`config.mk`:
```
export PLATFORM = sky130hd
export DESIGN_NAME = imru_top
export DESIGN_NICKNAME = d
export VERILOG_FILES = /design/src/rtl/imru_level_encoder.v /design/src/rtl/imru_top.v
export VERILOG_INCLUDE_DIRS = /design/src /design/src/rtl
export SDC_FILE = /design/constraint.sdc
export NUM_CORES = 1
export LEC_CHECK = 0
export BUFFER_PORTS_ARGS = -buffer_cell sky130_fd_sc_hd__buf_2
export CELL_PAD_IN_SITES_DETAIL_PLACEMENT = 1
export CELL_PAD_IN_SITES_GLOBAL_PLACEMENT = 2
export CORE_AREA = 2 2 105 82
export CTS_CLUSTER_DIAMETER = 50
export DETAILED_ROUTE_END_ITERATION = 10
export DIE_AREA = 0 0 107 84
export GPL_TIMING_DRIVEN = 0
export PLACE_DENSITY_LB_ADDON = 0.1
export SYNTH_ARGS = -nofsm -noshare
export SYNTH_HDL_FRONTEND = slang
export SYNTH_HIERARCHICAL = 1
export SYNTH_SLANG_ARGS = --single-unit
```
`constraint.sdc`:
```
create_clock -name clk_in -period 1.55 [get_ports clk_in]
set_clock_uncertainty 0.15 [all_clocks]
set_input_delay 0.31 -clock clk_in [delete_from_list [all_inputs] [get_ports clk_in]]
set_output_delay 0.31 -clock clk_in [all_outputs]
set_load 0.1 [all_outputs]
```
`src/rtl/imru_defs.vh`:
```
`ifndef IMRU_DEFS_VH
`define IMRU_DEFS_VH

// Register offsets (byte addresses)
`define IMRU_OFS_MASK_READ      9'h01C
`define IMRU_OFS_PENDING_READ   9'h01E
`define IMRU_OFS_MASK_WRITE     9'h09A
`define IMRU_OFS_PENDING_WRITE  9'h09C

// Field positions
`define IMRU_BIT_POLARITY       15
`define IMRU_BIT_GLOBAL_GATE    14
`define IMRU_BIT_OUTSIDE_LINE   13
`define IMRU_BIT_DISK_MATCH     12
`define IMRU_BIT_SERIAL_RX      11
`define IMRU_BIT_SOUND_HI       10
`define IMRU_BIT_SOUND_LO       7
`define IMRU_BIT_COPIER_DONE    6
`define IMRU_BIT_VBLANK         5
`define IMRU_BIT_COPROC         4
`define IMRU_BIT_IO_TIMER       3
`define IMRU_BIT_SOFT_REQ       2
`define IMRU_BIT_DISK_DONE      1
`define IMRU_BIT_SERIAL_TX      0

// Reset values
`define IMRU_RST_MASK           15'h0000
`define IMRU_RST_PENDING        14'h0000

// Priority levels
`define IMRU_LVL_NONE           3'h0
`define IMRU_LVL_1              3'h1
`define IMRU_LVL_2              3'h2
`define IMRU_LVL_3              3'h3
`define IMRU_LVL_4              3'h4
`define IMRU_LVL_5              3'h5
`define IMRU_LVL_6              3'h6

`endif

```
`src/rtl/imru_level_encoder.v`:
```
`include "imru_defs.vh"

// Maps the active (pending and enabled) request bits to a priority level
module imru_level_encoder (
  input  wire [13:0] active_in,
  input  wire        gate_in,
  output reg  [2:0]  level_out
);

  // Highest group wins; gate low forces level zero
  always @* begin
    level_out = `IMRU_LVL_NONE;
    if (gate_in) begin
      if (active_in[`IMRU_BIT_OUTSIDE_LINE])
        level_out = `IMRU_LVL_6;
      else if (active_in[`IMRU_BIT_DISK_MATCH] | active_in[`IMRU_BIT_SERIAL_RX])
        level_out = `IMRU_LVL_5;
      else if (|active_in[`IMRU_BIT_SOUND_HI:`IMRU_BIT_SOUND_LO])
        level_out = `IMRU_LVL_4;
      else if (|active_in[`IMRU_BIT_COPIER_DONE:`IMRU_BIT_COPROC])
        level_out = `IMRU_LVL_3;
      else if (active_in[`IMRU_BIT_IO_TIMER])
        level_out = `IMRU_LVL_2;
      else if (|active_in[`IMRU_BIT_SOFT_REQ:`IMRU_BIT_SERIAL_TX])
        level_out = `IMRU_LVL_1;
    end
  end

endmodule

```
`src/rtl/imru_top.v`:
```
`include "imru_defs.vh"

////////////////////////////////////////////////////////////////////////////////
// Operation
// - A mask or pending write sets ones when bit 15 is one, else clears them; zero bits hold.
// - Mask bit 14 is the global gate, an enable with no request source behind it.
// - Bit 13 outside line is level 6; bits 12 disk match and 11 serial rx full are level 5.
// - Sound channel done bits 10 down to 7 are level 4.
// - Bits 6 copier done, 5 vblank start and 4 coprocessor event are level 3.
// - Bit 3 io and timer event is level 2.
// - Bits 2 software request, 1 disk transfer done and 0 serial tx empty are level 1.
// - Pending bits sit at the same positions as their mask bits.
// - Pending bits are always readable, but interrupt only when enabled.
// - Pending bits are never cleared by servicing, only by software writes.
// - Mask is written at 09A and read back at 01C.
// - Pending is written at 09C and read back at 01E.
module imru_top #(
  parameter ADDR_W = 9
) (
  input  wire              clk_in,
  input  wire              reset_n_in,
  input  wire [ADDR_W-1:0] addr_in,
  input  wire [15:0]       wdata_in,
  input  wire              wr_in,
  input  wire              rd_in,
  output reg  [15:0]       rdata_out,
  input  wire [13:0]       event_in,
  output reg  [2:0]        irq_level_out
);

  ////////////////////////////////////////////////////////////////////////////////
  // Set/clear merge, shared by both write ports
  function [15:0] imru_setclr;
    input [15:0] cur;
    input [15:0] wd;
    begin
      if (wd[`IMRU_BIT_POLARITY])
        imru_setclr = cur | {1'b0, wd[14:0]};
      else
        imru_setclr = cur & ~{1'b0, wd[14:0]};
    end
  endfunction

  reg  [14:0] mask_r;
  reg  [14:0] mask_nxt;
  reg  [13:0] pend_r;
  reg  [13:0] pend_nxt;
  wire [15:0] mask_mrg;
  wire [15:0] pend_mrg;
  wire [2:0]  level_w;
  wire        wr_mask;
  wire        wr_pend;

  assign wr_mask  = wr_in && (addr_in == `IMRU_OFS_MASK_WRITE);
  assign wr_pend  = wr_in && (addr_in == `IMRU_OFS_PENDING_WRITE);
  assign mask_mrg = imru_setclr({1'b0, mask_r}, wdata_in);
  assign pend_mrg = imru_setclr({2'b00, pend_r}, wdata_in);

  ////////////////////////////////////////////////////////////////////////////////
  // Next values; bit 14 of the mask has no request bit
  always @* begin
    mask_nxt = mask_r;
    pend_nxt = pend_r;
    if (wr_mask)
      mask_nxt = mask_mrg[14:0];
    if (wr_pend)
      pend_nxt = pend_mrg[13:0];
    // Events OR in last so a same-cycle clear loses; no auto clear on service
    pend_nxt = pend_nxt | event_in;
  end

  // State registers
  always @(posedge clk_in or negedge reset_n_in) begin
    if (!reset_n_in) begin
      mask_r <= `IMRU_RST_MASK;
      pend_r <= `IMRU_RST_PENDING;
    end else begin
      mask_r <= mask_nxt;
      pend_r <= pend_nxt;
    end
  end

  ////////////////////////////////////////////////////////////////////////////////
  // Read port: data one cycle after the strobe, zero otherwise
  always @(posedge clk_in or negedge reset_n_in) begin
    if (!reset_n_in) begin
      rdata_out <= 16'h0000;
    end else if (rd_in) begin
      case (addr_in)
        `IMRU_OFS_MASK_READ:    rdata_out <= {1'b0, mask_r};
        `IMRU_OFS_PENDING_READ: rdata_out <= {2'b00, pend_r};
        default:                rdata_out <= 16'h0000;        // Unmapped reads zero
      endcase
    end else begin
      rdata_out <= 16'h0000;
    end
  end

  ////////////////////////////////////////////////////////////////////////////////
  // Priority encode of enabled pending bits, same positions
  imru_level_encoder u_enc (
    .active_in (pend_r & mask_r[13:0]),
    .gate_in   (mask_r[`IMRU_BIT_GLOBAL_GATE]),
    .level_out (level_w)
  );

  // Registered level output
  always @(posedge clk_in or negedge reset_n_in) begin
    if (!reset_n_in)
      irq_level_out <= `IMRU_LVL_NONE;
    else
      irq_level_out <= level_w;
  end

endmodule

```
**Word-level counts from Yosys, hierarchy flattened**

Cells that the tools add are included.

- Output and inout bits: 19
- Logic and storage cells: 33
- Bits of input ports: 43
- Flip-flop bits (word level): 48

- Reductions and logical operators: 5
- Bitwise operators: 8
- Muxes and demuxes: 12
- Equality and inequality tests: 4

Operator list:

| cell | number |
|---|---|
| one-hot mux 15 bit (2 select lines) | 1 |
| AND 14 bit | 2 |
| 2-to-1 mux 14 bit | 2 |
| OR 14 bit | 2 |
| equality test 9 x 5 -> 1 bit, second input constant | 2 |
| equality test 9 x 8 -> 1 bit, second input constant | 2 |
| 2-to-1 mux 3 bit | 6 |
| 2-to-1 mux 16 bit | 1 |
| AND 15 bit | 1 |
| 2-to-1 mux 15 bit | 1 |
| inverter 15 bit | 1 |
| OR 15 bit | 1 |
| OR reduction 3 bit | 2 |
| OR reduction 4 bit | 1 |
| logical AND 1 bit | 2 |
| 2-to-1 mux 1 bit | 1 |
| OR 1 bit | 1 |

**Depth between registers and ports, before layout**

Gate-level depths: netlist of run 1.

- Depth after elaboration: 9
- Gate-level depth with buffers: 5
- Gate-level depth less buffers: 4

**Cells and area by module**

Netlist of run 1, hierarchy kept.

By module, submodules not included:

| module | cells an instance | instances | area each (um2) | sequential area each (um2) |
|---|---|---|---|---|
| imru_top | 190 | 1 | 2238.4 | 1176.1 |
| imru_level_encoder | 13 | 1 | 83.8 | 0.0 |

**Worst setup path after synthesis of run 1**

No wires, ideal clock.

- Path kind: input -> register
- Start: in addr_in[5]
- End: reg pend_r[0]
- Stages on the path: 4
- Setup time: 0.126 ns
- Arrival: 1.266 ns
- Data required time: 1.274 ns
- Buffers on the path: 1
- Setup slack: 0.008 ns
- Cells stage by stage: nor4b_4 > buf_6 > a41oi_1 > a311o_1

- Longest elaborated chain between the ends: 4

RTL lines:

| item | RTL line | RTL |
|---|---|---|
| start, declared | imru_top.v:22 | `input wire [ADDR_W-1:0] addr_in,` |
| equality test 9 x 8 -> 1 bit (no line) | - |  |
| logical AND 1 bit | imru_top.v:55 | `` assign wr_pend = wr_in && (addr_in == `IMRU_OFS_PENDING_WRITE); `` |
| 2-to-1 mux 14 bit | imru_top.v:66 | `if (wr_pend)` |
| OR 14 bit | imru_top.v:69 | `pend_nxt = pend_nxt \| event_in;` |
| named net pend_nxt[0] | imru_top.v:47 | `reg [13:0] pend_nxt;` |
| end signal, assigned | imru_top.v:76 | `` pend_r <= `IMRU_RST_PENDING; `` |
| end signal, assigned | imru_top.v:79 | `pend_r <= pend_nxt;` |
| end, declared | imru_top.v:46 | `reg [13:0] pend_r;` |

The timed path passes the listed nets, and every way through them passes these cells.
A chain may end at the register's enable or synchronous reset.

**Final worst setup path of run 1**

- Start: in addr_in[0]
- End: reg pend_r[0]

The elaborated chain is that of the path after synthesis.

==> results.tsv, run 1 <==
metric	value	unit
status	finished, final reports clean	
DRT iter0 DRCs	67	
layout net count	316	
CTS Buffer Depth	2	
max_cap viols	0	
layout cells sized above 1	38.8	%
GR peak layer	met2	
post-synthesis compound-gate area fraction	17.5	%
Net Sw Frac	25.3	%
Synth Warn #	6	
clock sinks	47	
flop-to-flop setup slack	0.08	ns
via/cell ratio	5.02	
hold_ws	0.0499	ns
Critical Path Stages	5	
Finish-stage setup viols	0	
CP required	1.58	ns
Root Buffer Master	clkbuf_8	
WS Path Type	input port to flop	
startpoint types	input port	
setup TNS	0	ns
Pwr Density	767	nW/um2
Adder-Cell Fraction of Synth Area	0	%
routed len/inst	18.0	um
worst slew margin relative to its limit	26.1	%
Post-Syn Nets	246	
Die Y	84	um
Final Hold Fails	0	
clock share of power	34.4	%
Worst path max stage delay	0.41	ns
Synth Instances	203	
area leader, netlist	dfrtp_1	
gr usage total	16.4	%
Buf/Inv on CP	2	
# fillers	930	
Crit path max-delay family	compound AO/OA/AOI/OAI gates	
global-route met3 utilization	3.20	%
initial antenna violation count	0	
Final WS setup	0.0109	ns
hold_sp	event_in[4]	
post-synthesis mux area share	7.27	%
Die Wd	107	um
Worst R2R End	irq_level_out[1]$_DFF_PN0_	
Worst Max-Slew Pin Slew	1.11	ns
P_int	1.66	mW
period utilisation layout	99.3	%
Crit-path slowest cell	nor4bb_2	
Worst-path clk slew	0.09	ns
Port Buf Inserts	59	
DRC violations left	0	
dominant synthesized flop cell	dfrtp_1	
Hold Crit Depth	2	
worst-path maximum fanout	10	
WHS Endpoint	pend_r[4]$_DFF_PN0_	
Synth top area share	50.6	%
placed cell area	2750	um2
first-pass GRT wire length	11200	um
HP Class	input port to flop	
Leak	1.40	nW
combinational power share	10.2	%
CTS H-tree lvls	2	
fmax	650	MHz
Post-Synth XOR/XNOR Area	0	%
post-synthesis cell type count	32	
placeable core region	8090	um2
Overflow after GRT	0	
largest net degree at the start of global routing	48	
total CTS buffers	5	
met1 Usage GRT	22.8	%
syn_area_per_cell	11.4	um2
maximum vdd drop	313	uV
met2 usage	26.5	%
count of final max-slew check failures	0	
Design Area, Final	2910	um2
Mapped Area	2320	um2
full die area	8990	um2
Post-synth EDFFs	0	
Place WS	-0.430	ns
DR vias	1913	
1st-pass router iterations	4	
Final Util	35.9	%
Arr. time, crit path	1.57	ns
fin crit period	1.54	ns
number of global-route vias before repair	2045	
P&R area growth vs syn	25.2	%
part of the power in registers	55.5	%
critical-path cell list	buf_2 > nor4bb_2 > buf_4 > a41oi_1 > a311o_1	
row cnt	29	
Crit. End Element	flop	
Synth Area in Simple Gates	16.3	%
total detailed-routing wirelength	6870	um
Reg2Reg Depth	4	
largest family of logic cells by synthesized area	compound AO/OA/AOI/OAI gates	
RSZ-0062 raised after global routing	yes	
HPWL after detailed placement	4810	um
DRT antenna net count	0	
Seq/Total Area, Yosys	50.6	%
Clock Latency Late Sink	0.30	ns
count of state elements after synthesis	47	
Starting Density	28.7	%
num ports	62	
NetSw	565	uW
# diodes	0	
ranking of synthesized cells by area	dfrtp_1 (51%), a311o_1 (6.0%), mux2_2 (5.8%)	
TritonCTS clock tree	done	
Post-synth ARST share	100	%
Placer Congestion	0.718	
-- cell type report --
| cell class | instances | area [um2] | share of cell area [%] |
|---|---|---|---|
| flip-flops and latches | 47 | 1180 | 40.4 |
| multi-input cells | 122 | 977 | 33.6 |
| repair buffers | 63 | 335 | 11.5 |
| plain buffers | 19 | 140 | 4.82 |
| well taps | 108 | 135 | 4.65 |
| clock buffers | 6 | 82.6 | 2.84 |
| inverters | 15 | 56.3 | 1.94 |
| clock inverters | 1 | 5.00 | 0.172 |
-- Yosys cell counts, types with 2 or more instances --
cell / n
a21oi_1: 2
a22oi_1: 14
a311o_1: 14
a41oi_1: 14
and2_1: 15
buf_2: 4
buf_4: 3
buf_6: 4
clkbuf_1: 6
dfrtp_1: 47
inv_1: 15
mux2_1: 3
mux2_2: 12
nand2_1: 2
nand4_1: 15
nor2_1: 16
nor3_1: 2
-- power by group through the flow --
stage | combinational [mW] | sequential, mW | clock, mW
floorplan | 0.0869 | 1.26 | 0
global placement | 0.222 | 1.26 | 0
detailed placement | 0.223 | 1.26 | 0
CTS | 0.226 | 1.24 | 0.796
global route | 0.249 | 1.24 | 0.855
finish | 0.226 | 1.24 | 0.767
-- metal layers --
layer / vias to the layer above / share of wire, %
li1: 898 / -
met1: 969 / 49
met2: 40 / 46
met3: 6 / 4.1
met4: 0 / 0.80
met5: - / 0
-- logic make-up (layout without fill, tap and decap cells) --
| kind of cell | Yosys count | in the layout |
|---|---|---|
| AND/OR/NAND/NOR | 59 | 59 |
| AO/OA/AOI/OAI | 47 | 47 |
| flip-flops | 47 | 47 |
| buffers and inverters | 34 | 104 |
| multiplexers | 15 | 15 |
| other | 1 | 1 |
-- cells in the final DEF (no fill, tap or decap), types with 3 or more instances in the layout --
master	count
a22oi_1	14
a311o_1	14
a41oi_1	14
and2_1	15
buf_2	57
buf_4	7
buf_6	4
clkbuf_1	4
clkbuf_4	7
clkbuf_8	6
dfrtp_1	47
inv_1	15
mux2_1	3
mux2_2	12
nand4_1	15
nor2_1	16
-- what timing repair did --
item / CTS / global route
resized for setup: 3 / 8
setup buffers: 1 / 3
hold buffers: 0 / 0
pin swaps: 0 / 2
cloned: 0 / 0
setup endpoints to repair: 14 / 30
-- per-stage QoR --
step,total power [mW],std cells
final,2.23,381
after global placement,1.48,370
after detailed placement,1.48,370
after floorplan,1.35,203
after global routing,2.34,381
after CTS,2.26,378
-- how the worst max path moves through the flow --
stage	start	slack, ns	endpoint
floorplan	addr_in[5]	0.008	pend_r[0]$_DFF_PN0_
global placement	addr_in[0]	-0.46	rdata_out[4]$_DFF_PN0_
detailed placement	addr_in[0]	-0.43	rdata_out[4]$_DFF_PN0_
CTS	addr_in[5]	-0.001	rdata_out[4]$_DFF_PN0_
global route	addr_in[0]	-0.02	pend_r[2]$_DFF_PN0_
finish	addr_in[0]	0.01	pend_r[0]$_DFF_PN0_
No activity file was read; power rests on OpenSTA's default activity.
==> run 2, diff against run 1 <==
Settings changed: PLACE_DENSITY set to 0.8, PLACE_DENSITY_LB_ADDON 0.1 to not set.
==> run 2 against run 1 <==
Compared with the run above: fmax increased by 1.5%; first-iteration DRC count grew 30%; critical endpoint is now rdata_out[4]; largest power group unchanged; cell count decreased by 0.26%; largest cell class unchanged; worst setup slack better by 0.023 ns; via count grew 0.37%; sequential share of layout area fell by 0.22 points.
==> results.tsv, run 2 (synthesis gave the netlist of run 1 again) <==
metric	value	unit
Crit. End Element	output pin	
DRT iter0 DRCs	87	
startpoint types	flop	
Crit-path slowest cell	buf_2	
P&R area growth vs syn	25.9	%
PnR Total Power	2.29	mW
placed cell area	2750	um2
worst slew margin relative to its limit	27.4	%
clock sinks	47	
Storage cell area	1180	um2
CTS H-tree lvls	2	
# diodes	0	
CP required	1.09	ns
CTS Buffer Depth	2	
gr usage total	15.9	%
layout net count	314	
Overflow after GRT	0	
DRC violations left	0	
max_cap viols	0	
Arr. time, crit path	1.06	ns
Pwr Density	782	nW/um2
Placer Congestion	0.753	
Die Wd	107	um
TritonCTS clock tree	done	
Buf/Inv on CP	1	
Crit path max-delay family	buffers and inverters	
DRT antenna net count	0	
Starting Density	28.7	%
Worst path max stage delay	0.42	ns
full die area	8990	um2
HP Class	input port to async pin	
status	finished, final reports clean	
Worst-path clk slew	0.09	ns
Root Buffer Master	clkbuf_8	
period utilisation layout	97.8	%
num ports	62	
routed len/inst	17.8	um
total detailed-routing wirelength	6770	um
total CTS buffers	5	
HPWL after detailed placement	4810	um
placeable core region	8090	um2
count of final max-slew check failures	0	
first-pass GRT wire length	10900	um
fmax	659	MHz
fin crit period	1.52	ns
initial antenna violation count	0	
layout cells sized above 1	38.6	%
most frequent cells in the layout	buf_2 (59), dfrtp_1 (47), nor2_1 (16)	
Clock Latency Late Sink	0.30	ns
row cnt	29	
multi-input gate area in the final layout	1000	um2
RSZ-0062 raised after global routing	yes	
most common cell after layout, fill and taps aside	buf_2	
maximum vdd drop	318	uV
Die Y	84	um
Finish-stage setup viols	0	
largest net degree at the start of global routing	48	
Port Buf Inserts	59	
Design Area, Final	2920	um2
Worst Max-Slew Pin Slew	1.09	ns
# fillers	935	
cts hold-fix bufs	0	
worst-path maximum fanout	1	
via/cell ratio	5.05	
DR vias	1920	
critical-path cell list	buf_2	
number of global-route vias before repair	2045	
1st-pass router iterations	4	
Leak	1.40	nW
WS Path Type	flop to output pin	
Final Hold Fails	0	
-- run 2: cell types whose count changed in the layout (fill, tap and decap cells not counted), sizes merged --
cell | previous run | this run
clkinv | 1 | 0
-- run 2: final timing paths --
check | startpoint | cells past startpoint | slack, ns | end
worst max-delay path | rdata_out[4]$_DFF_PN0_ | 1 | 0.03 | rdata_out[4]
worst min-delay path | reset_n_in | 1 | 0.05 | rdata_out[14]$_DFF_PN0_
worst max register to register | flop | 4 | 0.04 | irq_level_out[2]$_DFF_PN0_
worst min register to register | flop | 1 | 0.38 | flop
max in group asynchronous | reset_n_in | 1 | 0.53 | async pin
min in group clk_in | event_in[11] | 2 | 0.06 | pend_r[11]$_DFF_PN0_
-- run 2: timing repair --
item                                    4_1_cts  5_1_grt
endpoints found under the setup margin       15       19
setup buffers                                 0        2
pin swaps                                     0        3
gates resized for setup                       3       11
cloned                                        0        0
-- run 2: layout make-up --
type                            count  share of cell area (%)
Sequential cell                    47                    40.2
Multi-Input combinational cell    122                    34.2
Timing Repair Buffer               61                    10.7
Buffer                             19                    4.88
Tap cell                          108                    4.62
Clock buffer                        8                    3.42
Inverter                           15                    1.93
-- run 2: power breakdown --
group          total [mW]  switching [mW]  internal, mW  leakage (nW)
clock               0.820           0.412         0.408        0.0515
combinational       0.231           0.147        0.0841         0.770
sequential           1.24         0.00467          1.23         0.583
-- run 2: routing by layer --
metal  vias to the layer above  global-route usage, %  routed length [um]
met5                         -                      0                   0
met4                         0                   3.54                  55
met3                         5                   2.97                 258
met2                        45                   24.3                3110
met1                       972                   23.2                3350
li1                        898                      -                   -
-- run 2: stage by stage --
stage          hold slack, ns  setup TNS, ns  instances  setup WS, ns  util, %
5_1_grt                0.0522        -0.0576        380       -0.0310     36.1
3_3_place_gp            0.344         -10.28        370        -0.376     34.0
6_report               0.0460              0        380        0.0335     36.1
2_1_floorplan          -0.136              0        203       0.00760        -
4_1_cts                0.0502              0        378        0.0237     35.5
3_5_place_dp            0.357         -11.11        370        -0.380     34.0
-- run 2: worst reg2reg max path, stage by stage (launching register included) --
cell     delay [ns]
dfrtp_1        0.39
and2_1         0.20
nor4_4         0.31
nand2_1        0.15
o21a_1         0.20
